[src/inc/etm_pkg.sv]
// Package for the enhanced timer: register map, fields, modes and carriers
package etm_pkg;

  localparam int ETM_CW = 10;

  // Register byte addresses on the APB bus
  localparam logic [7:0] ETM_ADDR_CTRL0 = 8'h00;
  localparam logic [7:0] ETM_ADDR_CTRL1 = 8'h04;
  localparam logic [7:0] ETM_ADDR_CTRL2 = 8'h08;
  localparam logic [7:0] ETM_ADDR_CNTL = 8'h0C;
  localparam logic [7:0] ETM_ADDR_CNTH = 8'h10;
  localparam logic [7:0] ETM_ADDR_MAL = 8'h14;
  localparam logic [7:0] ETM_ADDR_MAH = 8'h18;
  localparam logic [7:0] ETM_ADDR_MBL = 8'h1C;
  localparam logic [7:0] ETM_ADDR_MBH = 8'h20;
  localparam logic [7:0] ETM_ADDR_FLAGS = 8'h24;

  localparam logic [7:0] ETM_CTRL_RST = 8'h00;
  localparam logic [9:0] ETM_CNT_MAX = 10'h3FF;
  localparam logic [9:0] ETM_CNT_ZERO = 10'h000;
  localparam logic [2:0] ETM_PER_FREE = 3'h0;

  // Channel modes
  localparam logic [1:0] ETM_MODE_CMP = 2'h0;
  localparam logic [1:0] ETM_MODE_CAP = 2'h1;
  localparam logic [1:0] ETM_MODE_PWM = 2'h2;
  localparam logic [1:0] ETM_MODE_TMR = 2'h3;

  // Pin function codes
  localparam logic [1:0] ETM_FN_0 = 2'h0;
  localparam logic [1:0] ETM_FN_1 = 2'h1;
  localparam logic [1:0] ETM_FN_2 = 2'h2;
  localparam logic [1:0] ETM_FN_3 = 2'h3;

  // Clock select codes
  localparam logic [2:0] ETM_CK_SYS4 = 3'h0;
  localparam logic [2:0] ETM_CK_SYS = 3'h1;
  localparam logic [2:0] ETM_CK_H16 = 3'h2;
  localparam logic [2:0] ETM_CK_H64 = 3'h3;
  localparam logic [2:0] ETM_CK_SUB0 = 3'h4;
  localparam logic [2:0] ETM_CK_SUB1 = 3'h5;
  localparam logic [2:0] ETM_CK_RISE = 3'h6;
  localparam logic [2:0] ETM_CK_FALL = 3'h7;

  localparam logic [1:0] ETM_PWM_EDGE = 2'h0;
  localparam logic [1:0] ETM_PWM_UP = 2'h1;
  localparam logic [1:0] ETM_PWM_DN = 2'h2;

  typedef struct packed {
    logic counter_hold;
    logic [2:0] count_clock_select;
    logic counter_on;
    logic [2:0] period_value;
  } etm_ctrl0_t;

  typedef struct packed {
    logic [1:0] mode;
    logic [1:0] pin_function;
    logic out_control;
    logic polarity;
  } etm_chan_t;

  typedef struct packed {
    logic psel;
    logic penable;
    logic pwrite;
    logic [7:0] paddr;
    logic [31:0] pwdata;
  } etm_apb_req_t;

  typedef struct packed {
    logic pready;
    logic pslverr;
    logic [31:0] prdata;
  } etm_apb_rsp_t;

  typedef struct packed {
    logic ext_clk;
    logic cap_a;
    logic cap_b;
  } etm_pins_t;

endpackage

[src/logic/etm_timer.sv]
// Enhanced timer: 10-bit up/down counter, three comparators, APB slave
`timescale 1ns/1ps

// How it works
// - Ten-bit up/down counter clocked from a chosen internal or pin source.
// - Match A and B compare all bits; period compares top three bits.
// - Software cannot load the counter; software clears it only by a counter-on rising edge.
// - Outside PWM mode, overflow or selected match clears the counter and pulses the interrupt.
// - Hold bit freezes the counter; counting resumes from the held value.
// - Clock select picks sys/4, sys, high/16, high/64, sub, pin edges.
// - Counter-on low stops and keeps count; rising edge clears and starts.
// - Counter-on rising in compare mode restores both pins to initial levels.
// - Period value steps in 128 clocks; zero lets the counter overflow.
// - Channel mode: compare, capture, PWM or single pulse, timer.
// - Timer mode leaves the pin undriven; control and polarity ignored.
// - Compare match A: no change, low, high or toggle.
// - Match level equal to initial level gives no visible pin change.
// - PWM mode pin function: inactive, active, PWM, single pulse.
// - Capture mode pin function: rising, falling, both, disabled.
// - Out control: initial level in compare mode, active level in PWM.
// - Polarity bit inverts the output pin.
// - Read-only direction flag: 0 counting up, 1 counting down.
// - Clear select: match A clears, else period match or overflow.
// - Clear select ignored in PWM, single-pulse and capture modes.
// - Channel B mirrors channel A fields on comparator B and its pins.
// - PWM alignment: edge, or centre for any other code; up, down, either act alike.
module etm_timer
  import etm_pkg::*;
#(
  parameter int CNT_W = ETM_CW
) (
  input wire logic pclk,
  input wire logic presetn,
  input wire logic psel,
  input wire logic penable,
  input wire logic pwrite,
  input wire logic [7:0] paddr,
  input wire logic [31:0] pwdata,
  output logic [31:0] prdata,
  output logic pready,
  output logic pslverr,
  input wire logic clk_high,
  input wire logic clk_sub,
  input wire logic external_clock_pin,
  input wire logic capture_input_a,
  input wire logic capture_input_b,
  output logic output_pin_a,
  output logic output_pin_a_oe,
  output logic output_pin_b,
  output logic output_pin_b_oe,
  output logic timer_irq
);

  // ----------------------------------------------------------------------
  // State
  // ----------------------------------------------------------------------
  typedef struct packed {
    etm_ctrl0_t c0;
    etm_chan_t cha;
    etm_chan_t chb;
    logic [1:0] pwm_alignment;
    logic clear_select;
    logic count_direction_flag;
    logic [CNT_W-1:0] cnt;
    logic [CNT_W-1:0] match_a_value;
    logic [CNT_W-1:0] match_b_value;
    logic on_d;
    logic [2:0] pin_s1;
    logic [2:0] pin_s2;
    logic [2:0] pin_d;
    logic [1:0] hi_s1;
    logic [1:0] hi_s2;
    logic [1:0] hi_d;
    logic [5:0] div;
    logic pa;
    logic pb;
    logic pa_oe;
    logic pb_oe;
    logic pa_pin;
    logic pb_pin;
    logic [3:0] flags;
    logic irq;
    logic [31:0] rdata;
    logic ready;
  } etm_state_t;

  etm_state_t st_ff;
  etm_state_t nxt_st;

  logic [CNT_W-1:0] top;
  logic tick;
  logic hit_a;
  logic hit_b;
  logic hit_p;
  logic ovf;
  logic clr;
  logic on_rise;
  logic pwm_mode;
  logic single;
  logic cap_a_ev;
  logic cap_b_ev;
  logic rd_acc;
  logic wr_acc;

  function automatic logic cmp_pin(input logic cur, input logic [1:0] fn);
    logic r;
    r = cur;
    case (fn)
      ETM_FN_1: r = 1'b0;
      ETM_FN_2: r = 1'b1;
      ETM_FN_3: r = ~cur;
      default: r = cur;
    endcase
    return r;
  endfunction

  function automatic logic cap_edge(input logic now, input logic was,
                                    input logic [1:0] fn);
    logic r;
    r = 1'b0;
    case (fn)
      ETM_FN_0: r = now & ~was;
      ETM_FN_1: r = ~now & was;
      ETM_FN_2: r = now ^ was;
      default: r = 1'b0;
    endcase
    return r;
  endfunction

  // Level shown in PWM/single-pulse mode, before polarity
  function automatic logic pwm_pin(input logic [1:0] fn, input logic act,
                                   input logic oc);
    logic r;
    r = ~oc;
    case (fn)
      ETM_FN_0: r = ~oc;
      ETM_FN_1: r = oc;
      default: r = act ? oc : ~oc;
    endcase
    return r;
  endfunction

  always_comb begin
    nxt_st = st_ff;
    // ----------------------------------------------------------------------
    // Pin synchronisers and clock-source ticks
    // ----------------------------------------------------------------------
    nxt_st.pin_s1 = {external_clock_pin, capture_input_a, capture_input_b};
    nxt_st.pin_s2 = st_ff.pin_s1;
    nxt_st.pin_d = st_ff.pin_s2;
    nxt_st.hi_s1 = {clk_high, clk_sub};
    nxt_st.hi_s2 = st_ff.hi_s1;
    nxt_st.hi_d = st_ff.hi_s2;
    if (st_ff.hi_s2[1] & ~st_ff.hi_d[1]) begin
      nxt_st.div = st_ff.div + 6'h01;
    end
    // Divided clocks are ticks of pclk; slow clocks must be below pclk/2
    case (st_ff.c0.count_clock_select)
      ETM_CK_SYS4: tick = (st_ff.div[1:0] == 2'h3) & 1'b1;
      ETM_CK_SYS: tick = 1'b1;
      ETM_CK_H16: tick = st_ff.hi_s2[1] & ~st_ff.hi_d[1]
                         & (st_ff.div[3:0] == 4'hF);
      ETM_CK_H64: tick = st_ff.hi_s2[1] & ~st_ff.hi_d[1]
                         & (st_ff.div == 6'h3F);
      ETM_CK_SUB0, ETM_CK_SUB1: tick = st_ff.hi_s2[0] & ~st_ff.hi_d[0];
      ETM_CK_RISE: tick = st_ff.pin_s2[2] & ~st_ff.pin_d[2];
      ETM_CK_FALL: tick = ~st_ff.pin_s2[2] & st_ff.pin_d[2];
      default: tick = 1'b0;
    endcase
    // No ticks while off, paused or in the start cycle: a stale count
    // would otherwise raise matches
    tick = tick & st_ff.c0.counter_on & st_ff.on_d
         & ~st_ff.c0.counter_hold;
    // The sys/4 divider free-runs on pclk
    if (st_ff.c0.count_clock_select == ETM_CK_SYS4) begin
      nxt_st.div = st_ff.div + 6'h01;
    end

    // ----------------------------------------------------------------------
    // Comparators and clear selection
    // ----------------------------------------------------------------------
    pwm_mode = st_ff.cha.mode == ETM_MODE_PWM;
    single = pwm_mode & (st_ff.cha.pin_function == ETM_FN_3);
    top = (st_ff.c0.period_value == ETM_PER_FREE) ? ETM_CNT_MAX
        : {st_ff.c0.period_value, 7'h00};
    hit_a = tick & (st_ff.cnt == st_ff.match_a_value);
    hit_b = tick & (st_ff.cnt == st_ff.match_b_value);
    hit_p = tick & (st_ff.c0.period_value != ETM_PER_FREE)
          & (st_ff.cnt[CNT_W-1 -: 3] == st_ff.c0.period_value);
    ovf = tick & ~st_ff.count_direction_flag
        & (st_ff.cnt == ETM_CNT_MAX);
    if (pwm_mode & ~single) begin
      clr = 1'b0;
    end else if (st_ff.clear_select & ~single
                 & (st_ff.cha.mode != ETM_MODE_CAP)) begin
      clr = hit_a;
    end else if (single) begin
      clr = 1'b0;
    end else begin
      clr = hit_p | (ovf & (st_ff.c0.period_value == ETM_PER_FREE));
    end
    on_rise = st_ff.c0.counter_on & ~st_ff.on_d;
    nxt_st.on_d = st_ff.c0.counter_on;

    // ----------------------------------------------------------------------
    // Counter
    // ----------------------------------------------------------------------
    if (on_rise) begin
      nxt_st.cnt = ETM_CNT_ZERO;
      nxt_st.count_direction_flag = 1'b0;
    end else if (st_ff.c0.counter_on & ~st_ff.c0.counter_hold & tick) begin
      if (pwm_mode & ~single & (st_ff.pwm_alignment != ETM_PWM_EDGE)) begin
        // Centre aligned: triangle between zero and the period top
        if (~st_ff.count_direction_flag) begin
          if (st_ff.cnt >= top - 10'h001) begin
            nxt_st.count_direction_flag = 1'b1;
          end
          nxt_st.cnt = st_ff.cnt + 10'h001;
        end else begin
          if (st_ff.cnt <= 10'h001) begin
            nxt_st.count_direction_flag = 1'b0;
          end
          nxt_st.cnt = st_ff.cnt - 10'h001;
        end
      end else if (pwm_mode & ~single & (st_ff.cnt >= top - 10'h001)
                   & (st_ff.c0.period_value != ETM_PER_FREE)) begin
        nxt_st.cnt = ETM_CNT_ZERO;
      end else if (clr) begin
        nxt_st.cnt = ETM_CNT_ZERO;
      end else begin
        nxt_st.cnt = st_ff.cnt + 10'h001;
      end
    end

    // ----------------------------------------------------------------------
    // Capture
    // ----------------------------------------------------------------------
    cap_a_ev = (st_ff.cha.mode == ETM_MODE_CAP)
             & cap_edge(st_ff.pin_s2[1], st_ff.pin_d[1],
                        st_ff.cha.pin_function);
    cap_b_ev = (st_ff.chb.mode == ETM_MODE_CAP)
             & cap_edge(st_ff.pin_s2[0], st_ff.pin_d[0],
                        st_ff.chb.pin_function);
    if (cap_a_ev) begin
      nxt_st.match_a_value = st_ff.cnt;
    end
    if (cap_b_ev) begin
      nxt_st.match_b_value = st_ff.cnt;
    end

    // ----------------------------------------------------------------------
    // Output pins
    // ----------------------------------------------------------------------
    case (st_ff.cha.mode)
      ETM_MODE_CMP: begin
        if (on_rise) begin
          nxt_st.pa = st_ff.cha.out_control;
        end else if (hit_a & st_ff.c0.counter_on) begin
          nxt_st.pa = cmp_pin(st_ff.pa, st_ff.cha.pin_function);
        end
      end
      ETM_MODE_PWM: begin
        nxt_st.pa = pwm_pin(st_ff.cha.pin_function,
                            st_ff.c0.counter_on
                            & (st_ff.cnt < st_ff.match_a_value),
                            st_ff.cha.out_control);
      end
      default: nxt_st.pa = st_ff.pa;
    endcase
    case (st_ff.chb.mode)
      ETM_MODE_CMP: begin
        if (on_rise) begin
          nxt_st.pb = st_ff.chb.out_control;
        end else if (hit_b & st_ff.c0.counter_on) begin
          nxt_st.pb = cmp_pin(st_ff.pb, st_ff.chb.pin_function);
        end
      end
      ETM_MODE_PWM: begin
        nxt_st.pb = pwm_pin(st_ff.chb.pin_function,
                            st_ff.c0.counter_on
                            & (st_ff.cnt < st_ff.match_b_value),
                            st_ff.chb.out_control);
      end
      default: nxt_st.pb = st_ff.pb;
    endcase
    // Pin undriven in timer and capture modes
    nxt_st.pa_oe = (st_ff.cha.mode == ETM_MODE_CMP) | pwm_mode;
    nxt_st.pb_oe = (st_ff.chb.mode == ETM_MODE_CMP)
                 | (st_ff.chb.mode == ETM_MODE_PWM);

    // Single pulse ends on match A by dropping counter-on
    if (single & hit_a & st_ff.c0.counter_on) begin
      nxt_st.c0.counter_on = 1'b0;
    end
    // Pin edge starts the single pulse
    if (single & ~st_ff.c0.counter_on
        & (st_ff.pin_s2[2] & ~st_ff.pin_d[2])) begin
      nxt_st.c0.counter_on = 1'b1;
    end

    // ----------------------------------------------------------------------
    // Event flags: A, B, P, overflow; set wins over clear
    // ----------------------------------------------------------------------
    rd_acc = psel & penable & ~pwrite & ~st_ff.ready;
    wr_acc = psel & penable & pwrite & ~st_ff.ready;
    if (wr_acc & (paddr == ETM_ADDR_FLAGS)) begin
      nxt_st.flags = st_ff.flags & ~pwdata[3:0];
    end
    nxt_st.flags = nxt_st.flags
                 | {ovf, hit_p & ~st_ff.clear_select,
                    hit_b | cap_b_ev, hit_a | cap_a_ev};
    nxt_st.irq = st_ff.c0.counter_on & (clr | hit_a | cap_a_ev);

    // ----------------------------------------------------------------------
    // APB slave: one wait state, unmapped reads zero, pslverr tied low
    // ----------------------------------------------------------------------
    nxt_st.ready = psel & penable & ~st_ff.ready;
    nxt_st.rdata = 32'h0000_0000;
    if (wr_acc) begin
      case (paddr)
        ETM_ADDR_CTRL0: nxt_st.c0 = pwdata[7:0];
        ETM_ADDR_CTRL1: begin
          nxt_st.cha = pwdata[7:2];
          nxt_st.clear_select = pwdata[0];
        end
        ETM_ADDR_CTRL2: begin
          nxt_st.chb = pwdata[7:2];
          nxt_st.pwm_alignment = pwdata[1:0];
        end
        ETM_ADDR_MAL: nxt_st.match_a_value[7:0] = pwdata[7:0];
        ETM_ADDR_MAH: nxt_st.match_a_value[9:8] = pwdata[1:0];
        ETM_ADDR_MBL: nxt_st.match_b_value[7:0] = pwdata[7:0];
        ETM_ADDR_MBH: nxt_st.match_b_value[9:8] = pwdata[1:0];
        default: nxt_st.rdata = 32'h0000_0000;
      endcase
    end
    if (rd_acc) begin
      case (paddr)
        ETM_ADDR_CTRL0: nxt_st.rdata = {24'h0, st_ff.c0};
        ETM_ADDR_CTRL1: nxt_st.rdata = {24'h0, st_ff.cha,
                          st_ff.count_direction_flag, st_ff.clear_select};
        ETM_ADDR_CTRL2: nxt_st.rdata = {24'h0, st_ff.chb,
                                        st_ff.pwm_alignment};
        ETM_ADDR_CNTL: nxt_st.rdata = {24'h0, st_ff.cnt[7:0]};
        ETM_ADDR_CNTH: nxt_st.rdata = {30'h0, st_ff.cnt[9:8]};
        ETM_ADDR_MAL: nxt_st.rdata = {24'h0, st_ff.match_a_value[7:0]};
        ETM_ADDR_MAH: nxt_st.rdata = {30'h0, st_ff.match_a_value[9:8]};
        ETM_ADDR_MBL: nxt_st.rdata = {24'h0, st_ff.match_b_value[7:0]};
        ETM_ADDR_MBH: nxt_st.rdata = {30'h0, st_ff.match_b_value[9:8]};
        ETM_ADDR_FLAGS: nxt_st.rdata = {28'h0, st_ff.flags};
        default: nxt_st.rdata = 32'h0000_0000;
      endcase
    end
    // Polarity folded in here so the pins leave flip-flops
    nxt_st.pa_pin = nxt_st.pa ^ nxt_st.cha.polarity;
    nxt_st.pb_pin = nxt_st.pb ^ nxt_st.chb.polarity;
  end

  always_ff @(posedge pclk or negedge presetn) begin
    if (!presetn) begin
      st_ff <= '0;
    end else begin
      st_ff <= nxt_st;
    end
  end

  assign prdata = st_ff.rdata;
  assign pready = st_ff.ready;
  assign pslverr = 1'b0;
  assign output_pin_a = st_ff.pa_pin;
  assign output_pin_b = st_ff.pb_pin;
  assign output_pin_a_oe = st_ff.pa_oe;
  assign output_pin_b_oe = st_ff.pb_oe;
  assign timer_irq = st_ff.irq;

endmodule

[config.mk]
export PLATFORM = sky130hd
export DESIGN_NAME = etm_timer
export DESIGN_NICKNAME = d
export VERILOG_FILES = /design/src/inc/etm_pkg.sv /design/src/logic/etm_timer.sv
export SDC_FILE = /design/constraint.sdc
export NUM_CORES = 1
export LEC_CHECK = 0
export BUFFER_PORTS_ARGS = -buffer_cell sky130_fd_sc_hd__buf_2
export CORE_MARGIN = 1.5
export CORE_UTILIZATION = 28
export CTS_CLUSTER_SIZE = 10
export DETAILED_ROUTE_END_ITERATION = 7
export PLACE_DENSITY = 0.5
export SLEW_MARGIN = 20
export SYNTH_ARGS = -nofsm -noshare
export SYNTH_HDL_FRONTEND = slang
export SYNTH_SLANG_ARGS = --single-unit
export TNS_END_PERCENT = 30
[constraint.sdc]
create_clock -name pclk -period 6.2 [get_ports pclk]
set_input_delay 0 -clock pclk [delete_from_list [all_inputs] [get_ports pclk]]
set_output_delay 0 -clock pclk [all_outputs]
set_load 0.005 [all_outputs]
==> summary.md <==
| Metric | Value |
|---|---|
| TritonCTS Buffers | 9 |
| Clk pin slew, worst setup/hold paths | approximately 70 ps |
| Cells after DPL | 894 |
| Seq cells post-synth | 96 |
| Critical Path Slowest Stage Cell | dfrtp_1 |
| Max-slew violation total from the final report | 0 |
| Highest ir drop seen on vdd | between 0.15 and 0.2 mV |
| CP startpoint kind | flip-flop |
| RSZ-0062 raised after global routing | no |
| Max-cap violations | 0 |
| Routed WL | 16.1 mm |
| Cell-by-cell trace of the critical path | inv_1 > ha_1 > nand4_1 > o31ai_1 > maj3_1 > o21ai_1 > and3_1 > nand3_1 > a31oi_1 |
| CTS max path bufs | 2 |
| Detail-routed via count per cell | 5.02 |
| Dominant register cell in the synthesized netlist | dfrtp_1 |
| Power per standard cell area | around 270 nW/um^2 |
| Number of top-level design ports | 89 |
| Class of the most critical setup path | flip-flop to flip-flop |
| Total clock sinks | 96 |
| Detailed placement HPWL | 12.0 mm |
| Antenna violations before repair | 0 |
| Iteration-0 DRC count of the detailed router | approximately 350 |
| Internal power of the cells | between 1 and 1.5 mW |
| Data arrival time of the critical path | approximately 3100 ps |
| Req. time, crit path | 6480 ps |
| Resized cells post-CTS | 0 |
| Gate count of the mapped netlist | slightly above 600 |
| Aggregate global-route resource usage | 15.5% |
| Final hold violation count | 0 |
| 1st-pass router iterations | 5 |
| Clk Tree Root Cell | clkbuf_16 |
| Post-synthesis async set-or-reset flop share | between 90% and 100% |
| Port bufs | 39 |
| Most frequent standard cell in the layout excluding fill and tap cells | dfrtp_1 |
| Area growth syn-to-layout | 12.9% |
| Maximum net fanout on the critical path | 11 |
| Top library cells by usage in the layout, fill and taps aside | dfrtp_1 (96), nand2_1 (57), a21oi_1 (48) |
| Hold crit path type | input pin to asynchronous set/reset pin |
| Number of enable-type register cells in the synthesized netlist | 0 |
| Non-filler instance count after layout | between 900 and 1,000 |
| Die W | roughly 150 um |
| Routability congestion estimate | roughly 0.93 |
| Wire length of the first global-routing pass | ~26 mm |
| Share of power burned in registers | about 45% |
| Core area | roughly 20,000 um^2 |
| Number of endpoints failing setup at the final stage | 0 |
| Die Span Y | between 100 and 150 um |
| Total vias in the final route | about 4,600 |
| Highest Clock Rate | roughly 0.35 GHz |
| Final min period | approximately 2800 ps |
| Switching part of the total | between 30% and 40% |
| Layout Skew | approximately 6.4 ps |
| Initial Util | about 29% |
| Part of the Yosys area used for sequential elements | approximately 41% |
| Nets@finish | 733 |
| DRC violations left | 0 |
| Floorplan die area | between 20,000 and 25,000 um^2 |
| Mean routed wirelength per cell | around 17 um |
| Overall overflow remaining after global route | 0 |
| Setup_tns | 0 ps |
| Remaining max-slew budget at the tightest pin | 34.2% |
| Endpoint type of the worst setup path | flip-flop |
| Antenna cells | 0 |
| Synthesized area divided by synthesized cell count | approximately 9.4 um^2 |
| Syn. warnings | 0 |
| Final Cycle Share | between 40% and 50% |
| Worst skew pair latency | 360 ps |
| Count of unique library cells instantiated by Yosys | 70 |
| Run status | complete, no violations |
| Stage delay of the slowest cell on the critical path | slightly below 600 ps |
| Fraction of final layout cells sized beyond drive strength 1 | between 10 and 15% |
| Part of the power in combinational logic | between 20% and 30% |
| Static leakage | about 3.0 nW |
| Post-synthesis instance area | 5820 um^2 |
| Transition time of the tightest slew-check pin | ~990 ps |
| Clock power share | between 30% and 40% |
| Largest net degree at the start of global routing | approximately 80 |
| Net Sw Power | about 0.58 mW |
| Clock H-tree levels | 3 |
| Number of global-route vias before repair | approximately 4,500 |
| Standard-cell row count | 52 |
| Clock tree from TritonCTS | built |
| Antenna viol nets, final | 0 |
## cell families (layout without fill, tap and decap cells)
group           count (synthesis)  after routing  share of synthesized area [%]
other cells                     1             25                         0.0645
simple gates                  199            199                           17.6
flops                          96             96                           41.3
mux                            42             42                           7.91
fa+ha+maj                      33             33                           7.05
xor+xnor                       11             11                           1.66
compound gates                141            141                           15.8
buf+inv                        96            109                           8.60
## cell type report
class	instances	area (um^2)
Clock inverter	7	82.6
Inverter	34	128
Multi-Input combinational cell	451	3010
Fill cell	2132	13700
Clock buffer	9	225
Tap cell	270	338
Timing Repair Buffer	59	388
Sequential cell	96	2400
## repair_timing
item,4_1_cts,5_1_grt
hold buffers,16,0
setup endpoints to repair,0,0
setup buffers,0,0
hold endpoints to repair,56,0
## power groups by stage
stage	registers [mW]	logic, mW	clock network [mW]
5_1_grt	0.802	0.430	0.628
6_report	0.788	0.377	0.582
3_5_place_dp	0.798	0.371	0
2_1_floorplan	0.746	0.312	0
4_1_cts	0.787	0.380	0.600
3_3_place_gp	0.794	0.359	0
## per-layer routing
| metal | vias to the layer above | track usage (%) | wire [um] |
|---|---|---|---|
| met5 | - | 0 | 0 |
| met4 | 0 | 5.50 | 349 |
| met3 | 21 | 2.45 | 589 |
| met2 | 109 | 25.6 | 7850 |
| met1 | 2300 | 20.4 | 7280 |
| li1 | 2216 | - | - |
## state kept, by name, indices dropped and copies added (netlist names)
name             flops
pready               1
prdata               8
output_pin_b         1
nxt_st              11
st_ff               71
output_pin_b_oe      1
timer_irq            1
output_pin_a_oe      1
output_pin_a         1
## worst paths after layout
check / from / end / slack [ps] / depth (start not counted)
max in group asynchronous: presetn / st_ff[84] / 4850 / 3
worst min-delay path: presetn / st_ff[88] / 70 / 2
worst max register to register: st_ff[86] / st_ff[89] / 3380 / 9
worst max-delay path: st_ff[86] / st_ff[89] / 3380 / 9
min in group pclk: paddr[0] / st_ff[75] / 90 / 4
worst min register to register: nxt_st[61] / nxt_st[58] / 350 / 0
## Yosys cell counts (6+ instances only)
cell type | number | share of area, %
dfrtp_1 | 96 | 41
nand2_1 | 57 | 3.7
a21oi_1 | 48 | 4.1
nor2_1 | 46 | 3.0
inv_1 | 34 | 2.2
buf_4 | 33 | 4.3
ha_1 | 32 | 6.9
o21ai_0 | 24 | 2.1
mux2_2 | 22 | 4.3
clkbuf_1 | 19 | 1.2
mux2i_1 | 19 | 3.3
nand3_1 | 14 | 1.2
a31oi_1 | 12 | 1.3
nand4_1 | 12 | 1.3
nor2b_1 | 10 | 1.1
nand2b_1 | 8 | 0.86
nor3_1 | 8 | 0.69
o21ai_1 | 8 | 0.69
a22oi_1 | 7 | 0.90
and2_1 | 6 | 0.65
and3_1 | 6 | 0.65
buf_2 | 6 | 0.52
xnor2_1 | 6 | 0.90
## worst max-delay path: cells and delay by family (launching register included)
kind                     cells  cell delay [ps]
flip-flops                   1              590
adder cells (fa/ha/maj)      2              730
buffers and inverters        1              280
AO/OA/AOI/OAI                3              440
AND/OR/NAND/NOR              3              720
## per-stage QoR
| step | utilization [%] | setup slack, ps | hold slack (ps) | instance area, um^2 | power (mW) |
|---|---|---|---|---|---|
| floorplan | - | 3760 | -296 | 5910 | 1.06 |
| global placement | 30.1 | 3460 | -92.9 | 6100 | 1.15 |
| detailed placement | 30.1 | 3420 | -92.4 | 6100 | 1.17 |
| CTS | 32.4 | 3400 | 65.8 | 6570 | 1.77 |
| global route | 32.4 | 3180 | 113 | 6570 | 1.86 |
| finish | 32.4 | 3380 | 68.7 | 6570 | 1.75 |
No activity file was read; power rests on OpenSTA's default activity.
